===== src/logic/uies_defs.svh =====
`ifndef UIES_DEFS_SVH
`define UIES_DEFS_SVH

// Register offsets on the three-bit channel register port.
`define UIES_OFF_RX_HOLD     3'h0
`define UIES_OFF_TX_HOLD     3'h0
`define UIES_OFF_INT_MASK    3'h1
`define UIES_OFF_INT_SOURCE  3'h2
`define UIES_OFF_FIFO_CTRL   3'h2
`define UIES_OFF_ENH_CTRL    3'h3
`define UIES_OFF_LINE_STATUS 3'h5
`define UIES_OFF_MODEM_STAT  3'h6

// Reset values.
`define UIES_MASK_RST        8'h00
`define UIES_SRC_NONE        6'h01

// Source codes in interrupt source bits 5..0.
`define UIES_CODE_LINE       6'h06
`define UIES_CODE_TOUT       6'h0c
`define UIES_CODE_RX_READY   6'h04
`define UIES_CODE_TX_READY   6'h02
`define UIES_CODE_MODEM      6'h00
`define UIES_CODE_XOFF       6'h10
`define UIES_CODE_FLOW       6'h20

// Field positions.
`define UIES_ENH_ENABLE_BIT  4
`define UIES_FIFO_EN_BIT     0

// Receive time-out: four characters plus twelve bit times, in bit times.
`define UIES_CHAR_BITS       10
`define UIES_TOUT_BITS       (4 * `UIES_CHAR_BITS + 12)

`endif


===== src/logic/uies_pkg.sv =====
package uies_pkg;

    typedef logic [2:0] uies_addr_t;
    typedef logic [7:0] uies_data_t;

    typedef enum logic [2:0] {
        UIES_LVL_NONE,
        UIES_LVL_LINE,
        UIES_LVL_TOUT,
        UIES_LVL_RX_READY,
        UIES_LVL_TX_READY,
        UIES_LVL_MODEM,
        UIES_LVL_XOFF,
        UIES_LVL_FLOW
    } uies_level_e;

endpackage : uies_pkg


===== src/logic/uies_core.sv =====
// Functional notes
// - FIFO mode receive interrupt follows level at or above trigger.
// - Data ready flag sets on character into FIFO, clears when empty.
// - Line status bit 1 overrun; bits 2-4 errors of head byte.
// - Bit 5 holding empty, bit 6 all transmit empty, bit 7 FIFO error.
// - Mask bit 0 enables receive ready: holding full or trigger reached.
// - Mask bit 1 enables transmit ready; enabling while empty fires at once.
// - Mask bit 2 enables line status interrupt from status bits 1-4.
// - Mask bit 3 enables modem interrupt from delta bits 0-3.
// - Mask bits 4-7 writable only with enhanced enable; all reset 0.
// - CTS and RTS rising edges in auto flow raise flow interrupt.
// - Time-out from four characters plus twelve bits; receive read clears.
// - Line read, drained receive data, modem read clear their interrupts.
// - Transmit ready set by trigger or empty; source read or write clears.
// - Xoff clears on source read or Xon; special char on next char.
// - Flow change interrupts clear on modem status read.
// - Source read shows only highest pending; others stay queued.
// - Codes: line 000110, time-out 001100, rx 000100, tx 000010.
// - Codes: modem 000000, xoff 010000, flow 100000, none 000001.
// - Source bit 0 low while pending, high otherwise and at reset.
// - Source bits 4 and 5 active only with enhanced enable.
// - Source bits 7:6 read 11 with FIFOs enabled, 00 otherwise.
// - FIFO mode only while FIFO control bit 0 is set.
`timescale 1ns/10ps
`default_nettype none
`include "uies_defs.svh"

module uies_core (
    input  wire logic              clock,
    input  wire logic              sys_rst,
    input  wire uies_pkg::uies_addr_t addr,
    input  wire uies_pkg::uies_data_t wr_data,
    input  wire logic              wr_stb,
    input  wire logic              rd_stb,
    output var  uies_pkg::uies_data_t rd_data,
    input  wire logic              rx_char_in,
    input  wire logic              rx_fifo_empty,
    input  wire logic              rx_at_trigger,
    input  wire logic              rx_overrun,
    input  wire logic [2:0]        rx_head_error,
    input  wire logic              rx_any_error,
    input  wire logic              tx_hold_empty,
    input  wire logic              tx_below_trigger,
    input  wire logic              tx_all_empty,
    input  wire logic [3:0]        modem_delta,
    input  wire logic [3:0]        modem_inputs,
    input  wire logic              bit_tick,
    input  wire logic              xoff_match,
    input  wire logic              xon_match,
    input  wire logic              special_match,
    input  wire logic              cts_level,
    input  wire logic              rts_level,
    output logic                   irq,
    output logic                   sleep_enable
);
    import uies_pkg::*;

    ////////////////////////////////////////////////////////////////////////
    // Control registers.

    uies_data_t  mask_reg;
    uies_data_t  enh_reg;
    logic        fifo_en_reg;
    logic        rd_hold;
    logic        rd_src;
    logic        rd_line;
    logic        rd_modem;
    logic        wr_hold;

    assign rd_hold  = rd_stb && addr == `UIES_OFF_RX_HOLD;
    assign rd_src   = rd_stb && addr == `UIES_OFF_INT_SOURCE;
    assign rd_line  = rd_stb && addr == `UIES_OFF_LINE_STATUS;
    assign rd_modem = rd_stb && addr == `UIES_OFF_MODEM_STAT;
    assign wr_hold  = wr_stb && addr == `UIES_OFF_TX_HOLD;

    logic enh_on;
    assign enh_on = enh_reg[`UIES_ENH_ENABLE_BIT];

    always_ff @(posedge clock) begin
        if (sys_rst) begin
            mask_reg <= `UIES_MASK_RST;
        end else if (wr_stb && addr == `UIES_OFF_INT_MASK) begin
            mask_reg[3:0] <= wr_data[3:0];
            if (enh_on) begin
                mask_reg[7:4] <= wr_data[7:4];
            end
        end
    end

    always_ff @(posedge clock) begin
        if (sys_rst) begin
            enh_reg     <= 8'h00;
            fifo_en_reg <= 1'b0;
        end else begin
            if (wr_stb && addr == `UIES_OFF_ENH_CTRL) begin
                enh_reg <= wr_data;
            end
            if (wr_stb && addr == `UIES_OFF_FIFO_CTRL) begin
                fifo_en_reg <= wr_data[`UIES_FIFO_EN_BIT];
            end
        end
    end

    assign sleep_enable = mask_reg[4];

    ////////////////////////////////////////////////////////////////////////
    // Line status flags.

    logic       ready_reg;
    logic       overrun_reg;
    logic [2:0] head_err;
    logic [7:0] line_status;

    always_ff @(posedge clock) begin
        if (sys_rst) begin
            ready_reg <= 1'b0;
        end else if (rx_char_in) begin
            ready_reg <= 1'b1;
        end else if (rx_fifo_empty) begin
            ready_reg <= 1'b0;
        end
    end

    always_ff @(posedge clock) begin
        if (sys_rst) begin
            overrun_reg <= 1'b0;
        end else if (rx_overrun) begin
            overrun_reg <= 1'b1;
        end else if (rd_line) begin
            overrun_reg <= 1'b0;
        end
    end

    assign head_err = ready_reg ? rx_head_error : 3'h0;
    assign line_status = {rx_any_error, tx_all_empty && tx_hold_empty,
                          tx_hold_empty, head_err, overrun_reg,
                          ready_reg};

    ////////////////////////////////////////////////////////////////////////
    // Pending sources.

    logic line_pend;
    logic rx_pend;
    logic tout_reg;
    logic tx_reg;
    logic modem_pend;
    logic xoff_reg;
    logic spec_reg;
    logic flow_reg;
    logic tx_cond;
    logic tx_cond_q;
    logic tx_en_q;
    logic cts_q;
    logic rts_q;
    logic [7:0] tout_cnt;
    uies_level_e src_level;
    logic [5:0]  src_code;

    assign line_pend  = mask_reg[2] && (overrun_reg || head_err != 3'h0);
    assign rx_pend    = mask_reg[0] && (fifo_en_reg ? rx_at_trigger
                                                    : ready_reg);
    assign modem_pend = mask_reg[3] && modem_delta != 4'h0;
    assign tx_cond    = fifo_en_reg ? (tx_below_trigger || tx_all_empty)
                                    : tx_hold_empty;

    always_ff @(posedge clock) begin
        if (sys_rst) begin
            tx_cond_q <= 1'b0;
            tx_en_q   <= 1'b0;
            cts_q     <= 1'b0;
            rts_q     <= 1'b0;
        end else begin
            tx_cond_q <= tx_cond;
            tx_en_q   <= mask_reg[1];
            cts_q     <= cts_level;
            rts_q     <= rts_level;
        end
    end

    always_ff @(posedge clock) begin
        if (sys_rst) begin
            tx_reg <= 1'b0;
        end else if (mask_reg[1] && tx_cond &&
                     (!tx_cond_q || !tx_en_q)) begin
            tx_reg <= 1'b1;
        end else if (rd_src && src_level == UIES_LVL_TX_READY || wr_hold
                     || !mask_reg[1]) begin
            tx_reg <= 1'b0;
        end
    end

    always_ff @(posedge clock) begin
        if (sys_rst) begin
            tout_cnt <= 8'h00;
            tout_reg <= 1'b0;
        end else if (rx_char_in || rd_hold || ready_reg == 1'b0) begin
            tout_cnt <= 8'h00;
            if (rd_hold) begin
                tout_reg <= 1'b0;
            end
        end else if (bit_tick && fifo_en_reg && mask_reg[0]) begin
            if (tout_cnt == 8'(`UIES_TOUT_BITS - 1)) begin
                tout_reg <= 1'b1;
            end else begin
                tout_cnt <= tout_cnt + 8'h01;
            end
        end
    end

    always_ff @(posedge clock) begin
        if (sys_rst) begin
            xoff_reg <= 1'b0;
            spec_reg <= 1'b0;
        end else begin
            if (enh_on && mask_reg[5] && xoff_match) begin
                xoff_reg <= 1'b1;
            end else if (rd_src && src_level == UIES_LVL_XOFF || xon_match) begin
                xoff_reg <= 1'b0;
            end
            if (enh_on && mask_reg[5] && special_match) begin
                spec_reg <= 1'b1;
            end else if (rd_src && src_level == UIES_LVL_XOFF || rx_char_in) begin
                spec_reg <= 1'b0;
            end
        end
    end

    always_ff @(posedge clock) begin
        if (sys_rst) begin
            flow_reg <= 1'b0;
        end else if (enh_on && ((mask_reg[7] && enh_reg[7] && cts_level && !cts_q)
                  || (mask_reg[6] && enh_reg[6] && rts_level && !rts_q))) begin
            flow_reg <= 1'b1;
        end else if (rd_modem) begin
            flow_reg <= 1'b0;
        end
    end

    ////////////////////////////////////////////////////////////////////////
    // Priority encode.

    always_comb begin
        if (line_pend) begin
            src_level = UIES_LVL_LINE;
        end else if (tout_reg) begin
            src_level = UIES_LVL_TOUT;
        end else if (rx_pend) begin
            src_level = UIES_LVL_RX_READY;
        end else if (tx_reg) begin
            src_level = UIES_LVL_TX_READY;
        end else if (modem_pend) begin
            src_level = UIES_LVL_MODEM;
        end else if (xoff_reg || spec_reg) begin
            src_level = UIES_LVL_XOFF;
        end else if (flow_reg) begin
            src_level = UIES_LVL_FLOW;
        end else begin
            src_level = UIES_LVL_NONE;
        end
    end

    always_comb begin
        case (src_level)
            UIES_LVL_LINE:     src_code = `UIES_CODE_LINE;
            UIES_LVL_TOUT:     src_code = `UIES_CODE_TOUT;
            UIES_LVL_RX_READY: src_code = `UIES_CODE_RX_READY;
            UIES_LVL_TX_READY: src_code = `UIES_CODE_TX_READY;
            UIES_LVL_MODEM:    src_code = `UIES_CODE_MODEM;
            UIES_LVL_XOFF:     src_code = `UIES_CODE_XOFF;
            UIES_LVL_FLOW:     src_code = `UIES_CODE_FLOW;
            default:           src_code = `UIES_SRC_NONE;
        endcase
    end

    ////////////////////////////////////////////////////////////////////////
    // Read port and request.

    uies_data_t rd_next;

    always_comb begin
        case (addr)
            `UIES_OFF_INT_MASK:    rd_next = mask_reg;
            `UIES_OFF_INT_SOURCE:  rd_next = {{2{fifo_en_reg}}, src_code};
            `UIES_OFF_ENH_CTRL:    rd_next = enh_reg;
            `UIES_OFF_LINE_STATUS: rd_next = line_status;
            `UIES_OFF_MODEM_STAT:  rd_next = {modem_inputs, modem_delta};
            default:               rd_next = 8'h00;
        endcase
    end

    always_ff @(posedge clock) begin
        if (sys_rst) begin
            rd_data <= 8'h00;
        end else begin
            rd_data <= rd_stb ? rd_next : 8'h00;
        end
    end

    always_ff @(posedge clock) begin
        if (sys_rst) begin
            irq <= 1'b0;
        end else begin
            irq <= src_level != UIES_LVL_NONE;
        end
    end
endmodule : uies_core
`default_nettype wire


===== config.mk =====
export PLATFORM = sky130hd
export DESIGN_NAME = uies_core
export DESIGN_NICKNAME = d
export VERILOG_FILES = /design/src/logic/uies_pkg.sv /design/src/logic/uies_core.sv
export VERILOG_INCLUDE_DIRS = /design/src /design/src/logic
export SDC_FILE = /design/constraint.sdc
export NUM_CORES = 1
export LEC_CHECK = 0
export ABC_CLOCK_PERIOD_IN_PS = 1400
export BUFFER_PORTS_ARGS = -buffer_cell sky130_fd_sc_hd__buf_2
export CORE_ASPECT_RATIO = 0.7
export CORE_UTILIZATION = 48
export CTS_CLUSTER_SIZE = 28
export DETAILED_ROUTE_END_ITERATION = 16
export PLACE_DENSITY_LB_ADDON = 0.12
export SKIP_CTS_REPAIR_TIMING = 1
export SLEW_MARGIN = 10
export SYNTH_ARGS = -nofsm -noshare
export SYNTH_HDL_FRONTEND = slang
export SYNTH_SLANG_ARGS = --single-unit

===== constraint.sdc =====
create_clock -name clock -period 1.4 [get_ports clock]
set_input_delay 0.35 -clock clock [delete_from_list [all_inputs] [get_ports clock]]
set_output_delay 0.35 -clock clock [all_outputs]
set_load 0.01 [all_outputs]

Yosys cells after proc, flatten, opt, wreduce, memory -nomap -nowiden. Index checks and enable logic that the tools add are counted. Widths: inputs -> output; s select.

Logic and storage cells: 125. Output and inout port bits: 10. Memory bits (writable): 0. Memories kept: 0. ROM bits: 0. Latch bits: 0. Input port bits: 40. Bits in registers: 45.

Bitwise logic cells: 3. Muxes and demuxes: 28. Add/sub/neg operators: 1. $mul: 0. Divide/modulo/power cells: 0. $lt $le $gt $ge: 0. Reductions and logical operators: 61. Shifts and indexed selects: 0. Equal/unequal tests: 14.

Operator list (count): $pmux 6 s7 (1); $pmux 8 s5 (1); $logic_and 1x1->1 (28); $mux 3 (8); $eq 3x3->1 const B (6); $mux 1 (18); $reduce_bool 2->1 (8); $eq 3x2->1 const B (4); $logic_or 1x1->1 (11); $add 8x1->8 const B (1); $eq 8x6->1 const B (1); $eq 3x1->1 const B (2); $reduce_bool 3->1 (2); $logic_not 1->1 (5); $reduce_and 2->1 (2); $reduce_bool 4->1 (1); $reduce_or 2->1 (2); $logic_not 3->1 (1); $not 1->1 (3); $reduce_and 3->1 (1); $ne 2x2->1 const B (1).

Logic depth before layout (Yosys ltp). Gate-level depths: netlist of the first run.

Depth in word-level cells: 13. Depth in mapped cells: 6. Depth with buffers taken out: 5.

Least setup slack after synthesis of the first run. OpenSTA, ideal clock, no wires.

Path type: input port to flip-flop. Start: input modem_delta[1]. End: register xoff_reg. Stages: 4. Data required time: 1267 ps. Path slack: -24 ps. Library setup time: 133 ps. Data arrival time: 1291 ps. Buffers on the path: 0. Cell sequence: o41a_1 -> nor3_1 -> and3_4 -> a311oi_1.

Longest elaborated chain between the ends: 11.

Ends and longest elaborated chain: start: declaration (RTL line uies_core.sv:45) `input wire logic [3:0] modem_delta,`; $reduce_bool 4->1 (RTL line uies_core.sv:162) `assign modem_pend = mask_reg[3] && modem_delta != 4'h0;`; $logic_and 1x1->1 (RTL line uies_core.sv:162); $mux 3 (RTL line uies_core.sv:251) `end else if (modem_pend) begin`; $mux 3 (RTL line uies_core.sv:249) `end else if (tx_reg) begin`; $mux 3 (RTL line uies_core.sv:247) `end else if (rx_pend) begin`; $mux 3 (RTL line uies_core.sv:245) `end else if (tout_reg) begin`; $mux 3 (RTL line uies_core.sv:243) `if (line_pend) begin`; $eq 3x3->1 (RTL line uies_core.sv:217) `end else if (rd_src && src_level == UIES_LVL_XOFF || xon_match) begin`; $logic_and 1x1->1 (RTL line uies_core.sv:217); $logic_or 1x1->1 (RTL line uies_core.sv:217); $reduce_bool 2->1 (no source line); end signal: assignment (RTL line uies_core.sv:212) `xoff_reg <= 1'b0;`; end signal: assignment (RTL line uies_core.sv:216) `xoff_reg <= 1'b1;`; end signal: assignment (RTL line uies_core.sv:218) `xoff_reg <= 1'b0;`; end: declaration (RTL line uies_core.sv:147) `logic xoff_reg;`.

No other way between the ends. A chain may end at the register's enable or synchronous reset.

Final worst setup path of the first run.
Start: register overrun_reg. End: register xoff_reg.

Longest elaborated chain between the ends: 7.

Ends and longest elaborated chain: start: declaration (RTL line uies_core.sv:110) `logic overrun_reg;`; start signal: assignment (RTL line uies_core.sv:126) `overrun_reg <= 1'b0;`; start signal: assignment (RTL line uies_core.sv:128) `overrun_reg <= 1'b1;`; start signal: assignment (RTL line uies_core.sv:130) `overrun_reg <= 1'b0;`; $logic_or 1x1->1 (RTL line uies_core.sv:159) `assign line_pend = mask_reg[2] && (overrun_reg || head_err != 3'h0);`; $logic_and 1x1->1 (RTL line uies_core.sv:159); $mux 3 (RTL line uies_core.sv:243); $eq 3x3->1 (RTL line uies_core.sv:217); $logic_and 1x1->1 (RTL line uies_core.sv:217); $logic_or 1x1->1 (RTL line uies_core.sv:217); $reduce_bool 2->1 (no source line).

No other way between the ends.

==> results of run 1 <==
through the flow:
stage	util (%)	cell area [sq um]	hold slack, ps	total power [mW]	instances
floorplan	-	2180	436	1.47	254
global placement	63.2	2740	452	1.64	386
detailed placement	63.2	2740	456	1.64	386
CTS	65.8	2850	281	2.62	394
global route	66.7	2890	285	2.72	394
finish	66.7	2890	287	2.62	394
report_power, final:
group | internal [mW] | switching, mW | leakage, nW
Clock | 0.536 | 0.461 | 0.0554
Sequential | 1.30 | 0.0168 | 0.366
Combinational | 0.154 | 0.153 | 0.771
cells in the mapped netlist (all sizes together) (2+ instances only):
master / count
xor2: 3
a21oi: 26
nor3b: 2
a22oi: 8
or4b: 2
clkbuf: 7
nand2: 26
o21ai: 8
nor4: 2
a21boi: 2
nand4b: 4
o2bb2ai: 4
a311oi: 2
nor2: 24
and2: 3
nor3: 2
mux2i: 8
and2b: 2
xnor2: 3
a31oi: 2
mux2: 2
nand4: 3
inv: 8
a22o: 4
nor2b: 5
buf: 6
nand3: 19
dfxtp: 45
and3: 4
nand2b: 2
worst paths after layout:
kind,start,to,slack (ps),depth (start not counted)
hold reg to reg,enh_reg[3],enh_reg[3],470,2
setup reg to reg,overrun_reg,xoff_reg,50,4
setup / recovery,overrun_reg,xoff_reg,50,4
hold / removal,sys_rst,tx_en_q,290,2
layout make-up:
| cell class | count | area share [%] |
|---|---|---|
| clock buffer | 6 | 2.51 |
| clock inverter | 2 | 1.34 |
| tap | 55 | 2.38 |
| multi-input combinational | 187 | 42.0 |
| sequential | 45 | 31.5 |
| timing repair buffer | 90 | 19.2 |
| inverter | 9 | 1.17 |
cell families (layout without fill, tap and decap cells):
| kind of cell | Yosys count | count (layout) | synth area share (%) |
|---|---|---|---|
| simple gates | 105 | 105 | 26.1 |
| compound gates | 65 | 65 | 20.1 |
| flops | 45 | 45 | 41.6 |
| buf+inv | 22 | 107 | 4.45 |
| mux | 10 | 10 | 4.74 |
| xor+xnor | 6 | 6 | 2.43 |
| fa+ha+maj | 1 | 1 | 0.578 |
cells in the final DEF, fill, tap and decap left out, types with 2 or more instances in the layout:
cell type | synthesis | final
nand2_1 | 26 | 26
nor2_1 | 24 | 24
nand4b_1 | 4 | 4
xor2_1 | 3 | 3
o21ai_0 | 6 | 6
a22oi_1 | 8 | 8
nand2b_1 | 2 | 2
and2_1 | 3 | 3
nor3b_2 | 1 | 2
buf_4 | 0 | 41
a22o_1 | 4 | 4
a21oi_1 | 26 | 26
and3_1 | 3 | 3
buf_2 | 5 | 49
dfxtp_1 | 45 | 41
mux2i_1 | 8 | 8
nand4_1 | 3 | 3
inv_1 | 8 | 8
o2bb2ai_1 | 4 | 4
clkbuf_8 | 0 | 5
nor2b_1 | 5 | 5
xnor2_1 | 3 | 3
nand3_1 | 19 | 18
and2b_1 | 2 | 2
o21ai_1 | 2 | 2
a21boi_0 | 2 | 2
or4b_1 | 2 | 2
dfxtp_2 | 0 | 3
routing by layer:
| metal | GRT usage, % | routed length (um) |
|---|---|---|
| met4 | 7.02 | 50 |
| met5 | 0 | 0 |
| met2 | 38.4 | 2580 |
| met3 | 6.14 | 469 |
| met1 | 40.9 | 3040 |
==> results by group, run 1 <==
Final layout
  – FILL cells: 378
  – Multi-input logic area: 1210 sq um
  – Area growth syn-to-layout: 33.3%
  – Number of antenna diodes: 0
  – Register area: 908 sq um
  – Share of layout cells above drive strength 1: 33.6%
  – Net count, final: 379

Route
  – Drt first pass iters: 4
  – DRT iter0 DRCs: 132
  – Routed Antenna Nets: 0
  – Routed WL: 6140 um
  – Vias: 2191
  – Residual DRC count: 0
  – DR WL/cell: 15.6 um
  – Via-to-Cell Ratio: 5.56

Floorplan
  – Starting Density: 50.0%
  – Row cnt: 20
  – Core footprint: 4330 sq um
  – Die Span Y: 58.2 um
  – Ports: 50
  – Die width: 82.3 um
  – Die area: 4790 sq um

Timing
  – Min Tclk post-route: 1350 ps
  – Max-Slew Margin vs Limit: 75.2%
  – Setup TNS: 0 ps
  – Final Hold Viols: 0
  – Max Slew Vio Count: 0
  – Final worst-path cycle share: 96.4%
  – Worst Tran Pin Value: 369 ps
  – Setup violations, final: 0
  – Max Freq: 741 MHz
  – Final Skew: 4.40 ps
  – Setup WS post-layout: 51.0 ps

Setup path
  – Crit-path max cell delay: 380 ps
  – Worst-path fanout max: 6
  – CP Data Required Time: 1610 ps
  – Crit path DAT: 1560 ps
  – Crit path max-delay family: compound AO/OA/AOI/OAI gates
  – Worst path bufs/invs: 0
  – Cell Chain, Critical Path: o21ai_1, o221a_4, and3_4, a311oi_1
  – Critical Path Source Type: register
  – Crit path kind: register to register
  – CP endpoint kind: register
  – Crit-path slowest cell: dfxtp_4

Outcome
  – Outcome: completed

Synthesis
  – Sequential area share after synthesis: 41.6%
  – Synth area leader: dfxtp_1
  – Top_reg_cell synth: dfxtp_1
  – Post-synth EDFFs: 0
  – Synth Instances: 254
  – Top post-synthesis cells by area: dfxtp_1, a21oi_1, nand2_1, nand3_1, nor2_1
  – Post-synthesis cell area: 2170 sq um
  – Post-synthesis cell type count: 52
  – Syn_area_per_cell: 8.53 sq um
  – Synth top area share: 41.6%
  – Syn_nets: 295
  – Yosys warnings: 0
  – Post-synth ARST share: 0%
  – Synthesized flop and latch total: 45

Placement
  – Post-DP HPWL: 4710 um
  – RD Place Congestion: 0.893
  – Port bufs: 49
  – Place WS: -188 ps

Global routing
  – Antenna violations before repair: 0
  – GRT Util Overall: 27.1%
  – First-pass GRT wire length: 9490 um
  – Vias in the first global route: 1947
  – Grt ovf: 0
  – Pin count of the biggest net entering global routing: 23

Power
  – Lkg Pwr: 1.19 nW
  – VDD IR-drop max: 0.542 mV
  – Pwr dens: 908 nW/um^2

Worst hold path
  – HP Class: input port to register

Clocking
  – Clk Tree Root Cell: clkbuf_8
  – CTS Sinks: 45
  – Num CTS Buffers: 5
  – Bufs on Longest Clock Path: 2
  – H-tree Lvls: 2
  – CTS tree: yes
  – Clock Latency Late Sink: 300 ps
  – Clock transition at path regs: 80 ps

Flow run
  – Max-cap violations: 0
Note: power is estimated with default switching activity, not from simulation.
==> run 2: changes to the inputs <==
Settings changed: ABC_CLOCK_PERIOD_IN_PS 1400 to 1200, CORE_UTILIZATION 48 to 50, CTS_BUF_LIST set to sky130_fd_sc_hd__clkbuf_8.
Clock period 1.4 ns to 1.2 ns, I/O delays scaled along.
==> run 2 against run 1 <==
The flow now finishes with violations (setup timing). Register-to-register slack worse by 160 ps. Routed wire length up 2.9%. Clock skew up 5.7 ps. Critical path depth unchanged. Via count up 1.4%. Sequential share of layout area down 1.2 points. Fmax up 2.8%. Highest routed layer unchanged.
==> results by group, run 2 (synthesized netlist as in run 1, its figures left out) <==
Outcome
  – Outcome: finished with violations
  – Failing checks: setup timing

Setup path
  – Worst r2r dst: xoff_reg
  – Crit path DAT: 1530 ps
  – Worst-path fanout max: 7
  – Reg-to-Reg Start: fifo_en_reg
  – Flop2flop setup slack: -110 ps
  – CP Data Required Time: 1420 ps
  – FF-to-FF path depth: 4
  – CP endpoint kind: register
  – Crit path kind: register to register
  – Critical Path Source Type: register

Route
  – Residual DRC count: 0
  – DR WL/cell: 16.2 um
  – Routed Antenna Nets: 0
  – Drt first pass iters: 6
  – Routed WL: 6320 um
  – Via-to-Cell Ratio: 5.69
  – DRT iter0 DRCs: 121
  – Vias: 2221

Timing
  – Worst Tran Pin Value: 422 ps
  – Min Tclk post-route: 1310 ps
  – Final Skew: 10.1 ps
  – Setup TNS: -405 ps
  – Final Hold Viols: 0
  – Max-Slew Margin vs Limit: 71.9%
  – Max Freq: 762 MHz
  – Setup violations, final: 10
  – Max Slew Vio Count: 0
  – Setup WS post-layout: -112 ps
  – RSZ-0062 raised after global routing: true
  – Final worst-path cycle share: 109%

Worst hold path
  – Hold path startpoint: cts_level
  – Hold path depth: 2
  – Hold-critical path endpoint: cts_q
  – HP Class: input port to register

Final layout
  – Leading cell type in the layout, fill and taps excluded: buf_2
  – Final core utilization: 75.2%
  – Net count, final: 378
  – Commonest cells after routing, fill and taps aside: buf_2, buf_4, dfxtp_1
  – Area growth syn-to-layout: 40.4%
  – Final Cell Area: 3040 sq um
  – Share of layout cells above drive strength 1: 39.6%
  – Post-route insts no fill: 390
  – Number of antenna diodes: 0

Clocking
  – CTS Sinks: 45
  – CTS tree: yes
  – Clk Tree Root Cell: clkbuf_8
  – Clock transition at path regs: 90 ps
  – Clock Latency Late Sink: 310 ps
  – Bufs on Longest Clock Path: 2
  – Num CTS Buffers: 5
  – H-tree Lvls: 2

Global routing
  – Pin count of the biggest net entering global routing: 26
  – Antenna violations before repair: 0
  – Vias in the first global route: 2042
  – GRT Util Overall: 28.8%
  – First-pass GRT wire length: 9870 um
  – Grt ovf: 0

Placement
  – RD Place Congestion: 0.938
  – Post-DP HPWL: 4640 um
  – DP Area: 2780 sq um
  – Port bufs: 49
  – Placed Cells: 381

Power
  – P_int: 2.33 mW
  – Lkg Pwr: 1.20 nW
  – Sequential power share: 49.7%
  – Combinational power share: 12.4%
  – VDD IR-drop max: 0.828 mV
  – Power share of the clock group: 37.9%
  – Net Sw Power: 761 uW
  – Switching portion of total power: 24.6%
  – Pwr dens: 1020 nW/um^2

Floorplan
  – Starting Density: 53.6%
  – Die area: 4600 sq um
  – Die Span Y: 57.1 um
  – Ports: 50
  – Die width: 80.7 um
  – Row cnt: 19
  – Core footprint: 4040 sq um

Flow run
  – Max-cap violations: 0
[run 2: changes by cell type in the layout (fill, tap and decap cells not counted), moves of 2 or more]
cell / change
dfxtp_1: -6
buf_4: -4
dfxtp_2: +4
a21oi_1: -3
a21oi_2: +3
buf_12: +3
buf_2: -3
buf_6: +3
and3_1: -2
dfxtp_4: +2
mux2i_1: -2
nand3_1: -2
[run 2: area by class of cell]
| class | instances | area, sq um |
|---|---|---|
| Clock buffer | 5 | 68.8 |
| Clock inverter | 3 | 46.3 |
| Fill cell | 297 | 1000 |
| Inverter | 9 | 33.8 |
| Multi-Input combinational cell | 187 | 1300 |
| Sequential cell | 45 | 921 |
| Tap cell | 52 | 65.1 |
| Timing Repair Buffer | 89 | 602 |
[run 2: worst max-delay path by stage]
stage / from / endpoint / slack [ps]
after floorplan: ready_reg / xoff_reg / -90
after global placement: modem_delta[1] / rd_data[0] / -270
after detailed placement: modem_delta[1] / rd_data[0] / -310
after CTS: overrun_reg / xoff_reg / -180
after global routing: fifo_en_reg / xoff_reg / -160
final: fifo_en_reg / xoff_reg / -110
[run 2: power groups by stage]
stage	clock network, mW	registers [mW]	logic, mW
4_1_cts	1.17	1.54	0.358
3_5_place_dp	0	1.57	0.355
6_report	1.17	1.54	0.385
5_1_grt	1.23	1.54	0.410
2_1_floorplan	0	1.56	0.165
3_3_place_gp	0	1.57	0.352
[run 2: through the flow]
stage                     setup WS (ps)  hold WS (ps)  power, mW
after global routing               -159           242       3.18
after CTS                          -182           219       3.07
final                              -112           226       3.09
after detailed placement           -307           455       1.93
after global placement             -272           456       1.92
after floorplan                   -90.2           395       1.73
[run 2: worst max-delay path, cell delays in order (launching register included)]
cell and delay [ps]:
dfxtp_4 380, mux2i_4 190, o221a_4 270, and3_4 160
a311oi_1 220
[run 2: routing by layer]
metal	vias to the layer above	track usage [%]	routed length, um
met2	92	41.5	2650
met3	9	5.44	426
met4	0	6.89	53
met5	-	0	0
met1	1036	44.1	3190
li1	1084	-	-
==> run 3: changes to the inputs <==
Settings changed: PLACE_DENSITY set to 0.78, PLACE_DENSITY_LB_ADDON 0.12 to not set.
==> run 3 against run 2 <==
The flow still finishes with violations (setup timing). Sequential share of layout area is 0.25 points lower. Clock skew is 1.0 ps lower. Setup slack worse by 8.3 ps. Power is 0.68% higher. Core utilization is 0.22 points higher. Sequential power hardly changed. Combinational power is 2% lower. Cell count is 0.77% higher. Fmax is 0.63% lower. Register-to-register slack hardly changed. Critical path type unchanged. Largest power group unchanged. Highest routed layer unchanged.
==> results by group, run 3 (synthesized netlist as in run 1, its figures left out) <==
Clocking
  – Clk Tree Root Cell: clkbuf_8
  – CTS tree: yes
  – Bufs on Longest Clock Path: 2
  – Clock transition at path regs: 90 ps
  – Clock Latency Late Sink: 320 ps
  – H-tree Lvls: 2
  – Num CTS Buffers: 5
  – CTS Sinks: 45

Route
  – DR WL/cell: 16.7 um
  – Via-to-Cell Ratio: 5.77
  – Routed WL: 6550 um
  – Residual DRC count: 0
  – Vias: 2268
  – DRT iter0 DRCs: 256
  – Routed Antenna Nets: 0
  – Drt first pass iters: 5

Timing
  – RSZ-0062 raised after global routing: true
  – Setup WS post-layout: -120 ps
  – Final Hold Viols: 0
  – Setup violations, final: 14
  – Setup TNS: -687 ps
  – Max Slew Vio Count: 0
  – Final Skew: 9.12 ps
  – Max-Slew Margin vs Limit: 66.5%
  – Max Freq: 758 MHz
  – Min Tclk post-route: 1320 ps
  – Final worst-path cycle share: 110%
  – Worst Tran Pin Value: 502 ps

Placement
  – Place WS: -318 ps
  – Port bufs: 49
  – Post-DP HPWL: 4740 um
  – RD Place Congestion: 0.897
  – DP Area: 2780 sq um

Setup path
  – Crit path kind: register to register
  – Worst-path fanout max: 7
  – Crit path DAT: 1510 ps
  – CP Data Required Time: 1390 ps
  – Critical Path Source Type: register
  – CP endpoint kind: register

Outcome
  – Failing checks: setup timing
  – Outcome: finished with violations

Final layout
  – Final core utilization: 75.4%
  – Net count, final: 381
  – Leading cell type in the layout, fill and taps excluded: buf_2
  – Share of layout cells above drive strength 1: 39.9%
  – Commonest cells after routing, fill and taps aside: buf_2, buf_4, dfxtp_1
  – Number of antenna diodes: 0
  – Final Cell Area: 3050 sq um
  – FILL cells: 307
  – Area growth syn-to-layout: 40.8%

Floorplan
  – Core footprint: 4040 sq um
  – Die Span Y: 57.1 um
  – Starting Density: 53.6%
  – Ports: 50
  – Die width: 80.7 um
  – Die area: 4600 sq um
  – Row cnt: 19

Global routing
  – Grt ovf: 0
  – Pin count of the biggest net entering global routing: 25
  – First-pass GRT wire length: 9900 um
  – Antenna violations before repair: 0
  – GRT Util Overall: 29.3%
  – Vias in the first global route: 2033

Flow run
  – Max-cap violations: 0

Power
  – Total power: 3.11 mW
  – VDD IR-drop max: 1.06 mV
  – Lkg Pwr: 1.22 nW
  – Pwr dens: 1020 nW/um^2

Worst hold path
  – HP Class: input port to register
[run 3: final cells by class]
class	count	area, sq um	share of cell area [%]
Multi-Input combinational cell	187	1330	43.7
Sequential cell	45	916	30.0
Timing Repair Buffer	92	584	19.2
Clock buffer	6	82.6	2.71
Tap cell	52	65.1	2.13
Clock inverter	2	33.8	1.11
Inverter	9	33.8	1.11
[run 3: worst paths after layout]
check	start	depth (start not counted)	slack, ps	endpoint
setup / recovery	fifo_en_reg	4	-120	xoff_reg
hold / removal	rx_overrun	3	200	overrun_reg
setup reg to reg	fifo_en_reg	4	-120	xoff_reg
hold reg to reg	enh_reg[0]	2	470	enh_reg[0]
[run 3: layer usage]
metal | GRT usage (%) | vias up | part of all wire, %
li1 | - | 1091 | -
met1 | 42.2 | 1060 | 45
met2 | 43.3 | 101 | 44
met3 | 8.64 | 16 | 8.6
met4 | 6.38 | 0 | 1.6
met5 | 0 | - | 0
[run 3: worst max-delay path: stages (launching register included)]
cell	delay (ps)
dfxtp_4	380
mux2i_4	260
o221a_4	260
and3_4	210
a311oi_2	80
[run 3: metrics by stage]
stage | hold WS (ps) | std cells
floorplan | 395 | 254
global placement | 450 | 384
detailed placement | 458 | 384
CTS | 206 | 392
global route | 200 | 393
finish | 197 | 393
[run 3: power by group]
group          leakage (nW)  internal [mW]  switching (mW)
combinational         0.789          0.181           0.198
clock                0.0626          0.671           0.529
sequential            0.369           1.51          0.0196
total                  1.22           2.37           0.746
